**src/hdl/prc_pkg.sv**
```systemverilog
// Function
// - Reset registers A and B sit at offsets 0x040 and 0x044 of block base.
// - Both registers are 32 bits and clear to zero on reset.
// - Writes are masked by the matching capability word, A and B.
// - Register A bit 16 resets converter module zero.
// - Register A bit 3 resets the watchdog unit.
// - Register A bits 31:17, 15:4, 2:0 are read-only zero.
// - Register B bits 18, 17, 16 reset timers two, one and zero.
// - Register B bits 1 and 0 reset serial ports one and zero.
package prc_pkg;
    localparam logic [31:0] PRC_BLOCK_BASE = 32'h400fe000;
    localparam logic [11:0] PRC_OFF_CTRL_A = 12'h040;
    localparam logic [11:0] PRC_OFF_CTRL_B = 12'h044;
    localparam logic [31:0] PRC_RESET_VAL = 32'h00000000;
    // Writable bits of each register; all other bits are read-only zero.
    localparam logic [31:0] PRC_WMASK_A = 32'h00010008;
    localparam logic [31:0] PRC_WMASK_B = 32'h01071013;
    localparam int PRC_BIT_CONV0 = 16;
    localparam int PRC_BIT_WDOG = 3;
    localparam int PRC_BIT_COMPARATOR_ZERO_RESET_BIT = 24;
    localparam int PRC_BIT_TMR2 = 18;
    localparam int PRC_BIT_TMR1 = 17;
    localparam int PRC_BIT_TMR0 = 16;
    localparam int PRC_BIT_TWI0 = 12;
    localparam int PRC_BIT_SSER0 = 4;
    localparam int PRC_BIT_SP1 = 1;
    localparam int PRC_BIT_SP0 = 0;

    // One bus write as seen by a register.
    typedef struct packed {
        logic wr;
        logic [31:0] data;
    } prc_wr_s;

    // Per-peripheral reset outputs.
    typedef struct packed {
        logic adc_zero;
        logic watchdog_reset_bit;
        logic comparator_zero_reset_bit;
        logic gp_timer_two_reset_bit;
        logic gp_timer_one_reset_bit;
        logic gp_timer_zero_reset_bit;
        logic two_wire_zero_reset_bit;
        logic sync_serial_zero_reset_bit;
        logic serial_port_one_reset_bit;
        logic serial_port_zero_reset_bit;
    } prc_resets_s;
endpackage

```
**src/hdl/prc_reg.sv**
```systemverilog
`timescale 1ns/1ps
// One reset-control register with fixed writable bits and a capability mask.
module prc_reg
    import prc_pkg::*;
#(
    parameter logic [31:0] WMASK = 32'h00000000
)
(
    input wire logic clk_i,
    input wire logic reset_n_i,
    input prc_wr_s wr_i,
    input wire logic [31:0] cap_i,
    output logic [31:0] q_o
);
    logic [31:0] keep_mask;
    logic [31:0] next_q;

    // Only bits both implemented here and present in the capability word change.
    assign keep_mask = WMASK & cap_i;
    assign next_q = (q_o & ~keep_mask) | (wr_i.data & keep_mask);

    // The register clears on reset so nothing starts held in reset.
    always_ff @(posedge clk_i or negedge reset_n_i)
    begin
        if (!reset_n_i)
            q_o <= PRC_RESET_VAL;
        else if (wr_i.wr)
            q_o <= next_q;
    end

    property p_ro_zero;
        @(posedge clk_i) disable iff (!reset_n_i)
        (q_o & ~WMASK) == 32'h00000000;
    endproperty
    a_ro_zero: assert property (p_ro_zero) else $error("read-only bit set");

    property p_masked_write;
        @(posedge clk_i) disable iff (!reset_n_i)
        wr_i.wr |=> (q_o & WMASK & $past(cap_i)) == ($past(wr_i.data) & WMASK & $past(cap_i));
    endproperty
    a_masked_write: assert property (p_masked_write) else $error("masked write lost");

    property p_unmasked_hold;
        @(posedge clk_i) disable iff (!reset_n_i)
        wr_i.wr |=> (q_o & ~($past(cap_i) & WMASK)) == ($past(q_o) & ~($past(cap_i) & WMASK));
    endproperty
    a_unmasked_hold: assert property (p_unmasked_hold) else $error("masked bit changed");

    property p_idle_hold;
        @(posedge clk_i) disable iff (!reset_n_i)
        !wr_i.wr |=> $stable(q_o);
    endproperty
    a_idle_hold: assert property (p_idle_hold) else $error("register changed without write");
endmodule

```
**src/hdl/prc_top.sv**
```systemverilog
// Our own choice: the strobed register port.
`timescale 1ns/1ps
// Peripheral software reset control: two registers whose bits hold units in reset.
module prc_top
    import prc_pkg::*;
(
    input wire logic clk_i,
    input wire logic reset_n_i,
    input wire logic [11:0] addr_i,
    input wire logic [31:0] wdata_i,
    input wire logic wr_i,
    input wire logic rd_i,
    input wire logic [31:0] capability_mask_a_i,
    input wire logic [31:0] capability_mask_b_i,
    output logic [31:0] rdata_o,
    output prc_resets_s resets_o
);
    logic sel_a;
    logic sel_b;
    prc_wr_s wr_a;
    prc_wr_s wr_b;
    logic [31:0] peripheral_reset_ctrl_a;
    logic [31:0] peripheral_reset_ctrl_b;
    logic [31:0] next_rdata;
    prc_resets_s next_resets;

    // Address decode of the two words within the block.
    assign sel_a = (addr_i == PRC_OFF_CTRL_A);
    assign sel_b = (addr_i == PRC_OFF_CTRL_B);
    assign wr_a = '{wr: wr_i & sel_a, data: wdata_i};
    assign wr_b = '{wr: wr_i & sel_b, data: wdata_i};

    prc_reg #(
        .WMASK(PRC_WMASK_A)
    ) u_reg_a (
        .clk_i(clk_i),
        .reset_n_i(reset_n_i),
        .wr_i(wr_a),
        .cap_i(capability_mask_a_i),
        .q_o(peripheral_reset_ctrl_a)
    );

    prc_reg #(
        .WMASK(PRC_WMASK_B)
    ) u_reg_b (
        .clk_i(clk_i),
        .reset_n_i(reset_n_i),
        .wr_i(wr_b),
        .cap_i(capability_mask_b_i),
        .q_o(peripheral_reset_ctrl_b)
    );

    // Unmapped addresses read as zero rather than faulting.
    assign next_rdata = !rd_i ? 32'h00000000 :
                        sel_a ? peripheral_reset_ctrl_a :
                        sel_b ? peripheral_reset_ctrl_b : 32'h00000000;

    // Reset lines follow the register bits; registering them costs one cycle
    // but keeps glitches off the peripherals' reset inputs.
    assign next_resets.adc_zero = peripheral_reset_ctrl_a[PRC_BIT_CONV0];
    assign next_resets.watchdog_reset_bit = peripheral_reset_ctrl_a[PRC_BIT_WDOG];
    assign next_resets.comparator_zero_reset_bit = peripheral_reset_ctrl_b[PRC_BIT_COMPARATOR_ZERO_RESET_BIT];
    assign next_resets.gp_timer_two_reset_bit = peripheral_reset_ctrl_b[PRC_BIT_TMR2];
    assign next_resets.gp_timer_one_reset_bit = peripheral_reset_ctrl_b[PRC_BIT_TMR1];
    assign next_resets.gp_timer_zero_reset_bit = peripheral_reset_ctrl_b[PRC_BIT_TMR0];
    assign next_resets.two_wire_zero_reset_bit = peripheral_reset_ctrl_b[PRC_BIT_TWI0];
    assign next_resets.sync_serial_zero_reset_bit = peripheral_reset_ctrl_b[PRC_BIT_SSER0];
    assign next_resets.serial_port_one_reset_bit = peripheral_reset_ctrl_b[PRC_BIT_SP1];
    assign next_resets.serial_port_zero_reset_bit = peripheral_reset_ctrl_b[PRC_BIT_SP0];

    // Output flops for read data and reset lines.
    always_ff @(posedge clk_i or negedge reset_n_i)
    begin
        if (!reset_n_i)
        begin
            rdata_o <= 32'h00000000;
            resets_o <= '0;
        end
        else
        begin
            rdata_o <= next_rdata;
            resets_o <= next_resets;
        end
    end

    // A read returns the addressed register in the cycle after the strobe.
    property p_read_a;
        @(posedge clk_i) disable iff (!reset_n_i)
        (rd_i && sel_a) |=> rdata_o == $past(peripheral_reset_ctrl_a);
    endproperty
    a_read_a: assert property (p_read_a) else $error("read of register A wrong");

    // Register B decodes at its own offset and never aliases register A.
    property p_read_b;
        @(posedge clk_i) disable iff (!reset_n_i)
        (rd_i && sel_b) |=> rdata_o == $past(peripheral_reset_ctrl_b);
    endproperty
    a_read_b: assert property (p_read_b) else $error("read of register B wrong");

    // Read-only bits of register A come back as zero on every read.
    property p_read_a_ro;
        @(posedge clk_i) disable iff (!reset_n_i)
        (rd_i && sel_a) |=> (rdata_o & ~PRC_WMASK_A) == 32'h00000000;
    endproperty
    a_read_a_ro: assert property (p_read_a_ro) else $error("A read-only bit set");

    // Register B has read-only gaps between its groups of reset bits.
    property p_read_b_ro;
        @(posedge clk_i) disable iff (!reset_n_i)
        (rd_i && sel_b) |=> (rdata_o & ~PRC_WMASK_B) == 32'h00000000;
    endproperty
    a_read_b_ro: assert property (p_read_b_ro) else $error("B read-only bit set");

    // Any other offset in the block is not decoded and reads as zero.
    property p_read_unmapped;
        @(posedge clk_i) disable iff (!reset_n_i)
        (rd_i && !sel_a && !sel_b) |=> rdata_o == 32'h00000000;
    endproperty
    a_read_unmapped: assert property (p_read_unmapped) else $error("unmapped read");

    // Setting the watchdog bit must reach its reset line two edges later.
    property p_wdog_follow;
        @(posedge clk_i) disable iff (!reset_n_i)
        (wr_a.wr && wdata_i[PRC_BIT_WDOG] && capability_mask_a_i[PRC_BIT_WDOG])
            |=> ##1 resets_o.watchdog_reset_bit;
    endproperty
    a_wdog_follow: assert property (p_wdog_follow) else $error("watchdog reset not held");

    // Setting the converter bit must hold the converter in reset.
    property p_conv_set;
        @(posedge clk_i) disable iff (!reset_n_i)
        (wr_a.wr && wdata_i[PRC_BIT_CONV0] && capability_mask_a_i[PRC_BIT_CONV0])
            |=> ##1 resets_o.adc_zero;
    endproperty
    a_conv_set: assert property (p_conv_set) else $error("converter reset not held");

    // Clearing the watchdog bit must let the watchdog run again.
    property p_wdog_release;
        @(posedge clk_i) disable iff (!reset_n_i)
        (wr_a.wr && !wdata_i[PRC_BIT_WDOG] && capability_mask_a_i[PRC_BIT_WDOG])
            |=> ##1 !resets_o.watchdog_reset_bit;
    endproperty
    a_wdog_release: assert property (p_wdog_release) else $error("watchdog not released");

    // The converter line mirrors its register bit with one edge of delay.
    property p_conv_follow;
        @(posedge clk_i) disable iff (!reset_n_i)
        ##1 resets_o.adc_zero == $past(peripheral_reset_ctrl_a[PRC_BIT_CONV0]);
    endproperty
    a_conv_follow: assert property (p_conv_follow) else $error("converter reset mismatch");

    // The comparator line mirrors its register bit with one edge of delay.
    property p_comp_follow;
        @(posedge clk_i) disable iff (!reset_n_i)
        ##1 resets_o.comparator_zero_reset_bit
            == $past(peripheral_reset_ctrl_b[PRC_BIT_COMPARATOR_ZERO_RESET_BIT]);
    endproperty
    a_comp_follow: assert property (p_comp_follow) else $error("comparator reset mismatch");

    // Setting the comparator bit must hold the comparator in reset.
    property p_comp_set;
        @(posedge clk_i) disable iff (!reset_n_i)
        (wr_b.wr && wdata_i[PRC_BIT_COMPARATOR_ZERO_RESET_BIT] && capability_mask_b_i[PRC_BIT_COMPARATOR_ZERO_RESET_BIT])
            |=> ##1 resets_o.comparator_zero_reset_bit;
    endproperty
    a_comp_set: assert property (p_comp_set) else $error("comparator reset not held");

    // The three timer lines follow their register bits together.
    property p_timer_follow;
        @(posedge clk_i) disable iff (!reset_n_i)
        ##1 {resets_o.gp_timer_two_reset_bit, resets_o.gp_timer_one_reset_bit,
             resets_o.gp_timer_zero_reset_bit}
            == {$past(peripheral_reset_ctrl_b[PRC_BIT_TMR2]),
                $past(peripheral_reset_ctrl_b[PRC_BIT_TMR1]),
                $past(peripheral_reset_ctrl_b[PRC_BIT_TMR0])};
    endproperty
    a_timer_follow: assert property (p_timer_follow) else $error("timer reset mismatch");

    // Clearing the comparator bit must let the comparator run again.
    property p_release;
        @(posedge clk_i) disable iff (!reset_n_i)
        (wr_b.wr && !wdata_i[PRC_BIT_COMPARATOR_ZERO_RESET_BIT] && capability_mask_b_i[PRC_BIT_COMPARATOR_ZERO_RESET_BIT])
            |=> ##1 !resets_o.comparator_zero_reset_bit;
    endproperty
    a_release: assert property (p_release) else $error("comparator not released");

    // The four serial-unit lines follow their register bits together.
    property p_serial_follow;
        @(posedge clk_i) disable iff (!reset_n_i)
        ##1 {resets_o.two_wire_zero_reset_bit, resets_o.sync_serial_zero_reset_bit,
             resets_o.serial_port_one_reset_bit, resets_o.serial_port_zero_reset_bit}
            == {$past(peripheral_reset_ctrl_b[PRC_BIT_TWI0]),
                $past(peripheral_reset_ctrl_b[PRC_BIT_SSER0]),
                $past(peripheral_reset_ctrl_b[PRC_BIT_SP1]),
                $past(peripheral_reset_ctrl_b[PRC_BIT_SP0])};
    endproperty
    a_serial_follow: assert property (p_serial_follow) else $error("serial reset mismatch");

    // Setting the two-wire bit must hold that unit in reset.
    property p_twi_set;
        @(posedge clk_i) disable iff (!reset_n_i)
        (wr_b.wr && wdata_i[PRC_BIT_TWI0] && capability_mask_b_i[PRC_BIT_TWI0])
            |=> ##1 resets_o.two_wire_zero_reset_bit;
    endproperty
    a_twi_set: assert property (p_twi_set) else $error("two-wire reset not held");

    // Setting the serial port zero bit must hold that port in reset.
    property p_port_set;
        @(posedge clk_i) disable iff (!reset_n_i)
        (wr_b.wr && wdata_i[PRC_BIT_SP0] && capability_mask_b_i[PRC_BIT_SP0])
            |=> ##1 resets_o.serial_port_zero_reset_bit;
    endproperty
    a_port_set: assert property (p_port_set) else $error("serial port reset not held");

    // Without a write the lines may not move: a glitch would reset a live unit.
    property p_resets_hold;
        @(posedge clk_i) disable iff (!reset_n_i)
        !wr_i |=> ##1 $stable(resets_o);
    endproperty
    a_resets_hold: assert property (p_resets_hold) else $error("reset line moved");

    // While reset is low, and at the edge that releases it, nothing is held.
    property p_reset_clear;
        @(posedge clk_i)
        !reset_n_i |=> (resets_o == '0) && (rdata_o == 32'h00000000);
    endproperty
    a_reset_clear: assert property (p_reset_clear) else $error("output set after reset");

    // Read data is zero outside the cycle after a read strobe.
    property p_idle_read;
        @(posedge clk_i) disable iff (!reset_n_i)
        !rd_i |=> rdata_o == 32'h00000000;
    endproperty
    a_idle_read: assert property (p_idle_read) else $error("read data outside read");
endmodule

```
**config.mk**
```make
export PLATFORM = sky130hd
export DESIGN_NAME = prc_top
export DESIGN_NICKNAME = d
export VERILOG_FILES = /design/src/hdl/prc_pkg.sv /design/src/hdl/prc_reg.sv /design/src/hdl/prc_top.sv
export SDC_FILE = /design/constraint.sdc
export NUM_CORES = 1
export LEC_CHECK = 0
export BUFFER_PORTS_ARGS = -buffer_cell sky130_fd_sc_hd__clkbuf_2
export CAP_MARGIN = 40
export CORE_ASPECT_RATIO = 1.1
export CORE_MARGIN = 2
export CORE_UTILIZATION = 47
export DETAILED_ROUTE_END_ITERATION = 16
export PLACE_DENSITY = 0.87
export SYNTH_ARGS = -nofsm -noshare
export SYNTH_HDL_FRONTEND = slang
export SYNTH_HIERARCHICAL = 1
export SYNTH_SLANG_ARGS = --single-unit
```
**constraint.sdc**
```tcl
create_clock -name clk_i -period 2.1 [get_ports clk_i]
set_input_delay 0.42 -clock clk_i [delete_from_list [all_inputs] [get_ports clk_i]]
set_output_delay 0.42 -clock clk_i [all_outputs]
set_load 0.1 [all_outputs]
```
==> results.py <==
metrics = {
    "route": {
        "drt_iter0_drc": 30,
        "detail-route-antenna-nets": 0,
        "wl_per_cell_um": 11.24,
        "wl_mm": 3.890,
        "num_vias": 1398,
        "detail_route.first_pass.iterations": 4,
        "drc": 0,
        "viasPerCell": 4.040,
    },
    "floorplanning": {
        "start_util_pct": 49.36,
        "ios": 154,
        "rows": 27,
        "die_y_um": 80.51,
        "die_w_um": 73.56,
        "core_area_um2": 5067,
        "dieArea_um2": 5922,
    },
    "clock_tree": {
        "cts.clk_slew.worst_paths_ns": 0.09,
        "cts_tree": "yes",
        "cts_hold_buf": 0,
        "post_cts_buffers": 0,
        "cts.sinks": 52,
        "ctsResizeCount": 0,
        "cts_made_buffers": 5,
        "clockBufferDepth": 2,
        "clk_latency_ns": 0.29,
        "root_buffer": "clkbuf_8",
        "htreeDepth": 2,
    },
    "sta": {
        "fin_crit_sh_pct": 74.40,
        "tightest_slew_ns": 0.5500,
        "relSlewSlack_pct": 63.49,
        "rsz0062_at_grt": "false",
        "drv_slew": 0,
        "fmax_ghz": 0.6400,
        "skew_ns": 0.01082,
        "hold_violations": 0,
        "timing.setup.tns_ns": 0,
        "timing.final.crit_period_ns": 1.562,
        "finalSetupViolCount": 0,
    },
    "worst_hold_path": {
        "hold_path_class": "in -> async",
    },
    "finish": {
        "drive_gt1_share_pct": 36.11,
        "post-route-util_pct": 55.85,
        "nets": 399,
        "area_growth_syn_to_layout_pct": 13.16,
        "insertedDiodeCount": 0,
    },
    "grt": {
        "grt_max_degree": 35,
        "grt_usage_pct": 14.31,
        "grt_pass1_wl_mm": 6.334,
        "antenna_found_initial": 0,
        "grt-ovfl-total": 0,
        "grt_pass1_vias": 1363,
    },
    "placement": {
        "gp_congestion": 0.7474,
        "dpl.hpwl_mm": 3.031,
        "io_buffers": 76,
    },
    "critical_path": {
        "worstPathMaxFanout": 4,
        "worstRegToRegCells": 1,
        "cp-end-kind": "flip-flop",
        "worstSetupStartpointType": "primary input",
        "critPathArrivalTime_ns": 1.74,
        "slowest_stage": "nor4_4",
        "worst_ep_required_time_ns": 2.28,
        "critPathKind": "in -> reg",
        "r2r_slack_ns": 1.31,
        "cp_cell_sequence": "clkbuf_2, nor4_4, nand4_1, nor2_1, buf_4, nand2_1, mux2_4",
        "worst_path_largest_cell_delay_ns": 0.35,
    },
    "logic_synthesis": {
        "seq_area_frac_synth_pct": 52.03,
        "synthesis.area_um2": 2501,
        "ys_types": 16,
        "avgSynthCellArea_um2": 12.02,
        "synth-seq-cells": 52,
        "ys_warn_count": 6,
        "synth_cells": 208,
    },
    "pwr": {
        "p_per_area_nw_per_um2": 602.5,
        "peakVddDrop_mv": 0.2843,
        "power_leakage_uw": 0.001671,
    },
    "flow_run": {
        "cap_viol_max_count": 0,
    },
    "outcome": {
        "status": "complete, no violations",
    },
}
[worst max-delay path: cells and delay by family]
family        cells  cell delay, ns
buf+inv           2            0.26
mux               1            0.30
simple gates      4            0.76
[cell usage in the layout (no fill, tap or decap)]
master	count
clkbuf_2	76
conb_1	54
dfrtp_1	52
mux2i_1	32
nor2_1	32
nand2_1	10
mux2_4	10
clkbuf_8	6
buf_4	5
nor2_2	2
nor4b_4	1
nor4_4	1
nor3_1	1
nand4_4	1
nand4_1	1
inv_1	1
clkbuf_1	1
clkinvlp_4	1
buf_12	1
[through the flow]
stage,worst slack [ns],power (uW),cells,instance area (um2),hold WS [ns]
detailed placement,0.1924,1159,338,2736,0.4017
global route,0.4061,1785,346,2830,0.1014
finish,0.5376,1705,346,2830,0.06749
global placement,0.2093,1156,338,2736,0.3891
CTS,0.5171,1731,346,2830,0.07912
floorplan,0.4635,1166,260,2696,0.1244
[synthesized netlist by cell type]
cell     instances  area share [%]
dfrtp_1         52              52
nand4_4          1            0.85
mux2i_1         32              13
nor2_1          32             4.8
nor4b_4          1            0.95
nor3_1           1            0.20
inv_1            1            0.15
conb_1           2            0.30
buf_4           54              16
buf_2            4            0.80
nor4_4           1            0.85
nor2_2           2            0.50
buf_6            4             1.8
mux2_4          10             6.0
nand4_1          1            0.25
nand2_1         10             1.5
[how the worst max path moves through the flow]
stage | from | cells after the start | slack (ns) | to
floorplan | addr_i[5] | 6 | 0.46 | flip-flop
global placement | addr_i[1] | 7 | 0.21 | flip-flop
detailed placement | addr_i[1] | 7 | 0.19 | flip-flop
CTS | addr_i[1] | 7 | 0.52 | flip-flop
global route | addr_i[9] | 7 | 0.41 | flip-flop
finish | addr_i[9] | 7 | 0.54 | flip-flop
[routing by layer]
metal / global-route usage [%] / vias to the layer above / part of all wire (%)
li1: - / 714 / -
met1: 18.04 / 631 / 42
met2: 23.93 / 48 / 52
met3: 3.262 / 5 / 4.9
met4: 4.909 / 0 / 1.3
met5: 0 / - / 0
[cell families (layout without fill, tap and decap cells)]
kind of cell / count (synthesis) / count (layout) / synth area share (%)
buffers and inverters: 63 / 91 / 18.96
muxes: 42 / 42 / 18.81
other: 2 / 54 / 0.3003
and+or+nand+nor: 49 / 49 / 9.905
DFF: 52 / 52 / 52.03
[report_power, final]
group | internal, uW | switching [uW] | total, uW
clock | 268 | 297 | 565
combinational | 60.1 | 78.1 | 138
sequential | 1000 | 0.524 | 1000
[area by class of cell]
type	instances	area (um2)
clock buffer	7	86.33
clock inverter	1	7.507
fill	448	2237
inverter	1	3.754
multi-input combinational	145	920.9
sequential	52	1301
tap	58	72.57
timing repair buffer	82	437.9
(Power assumes the default switching activity.)
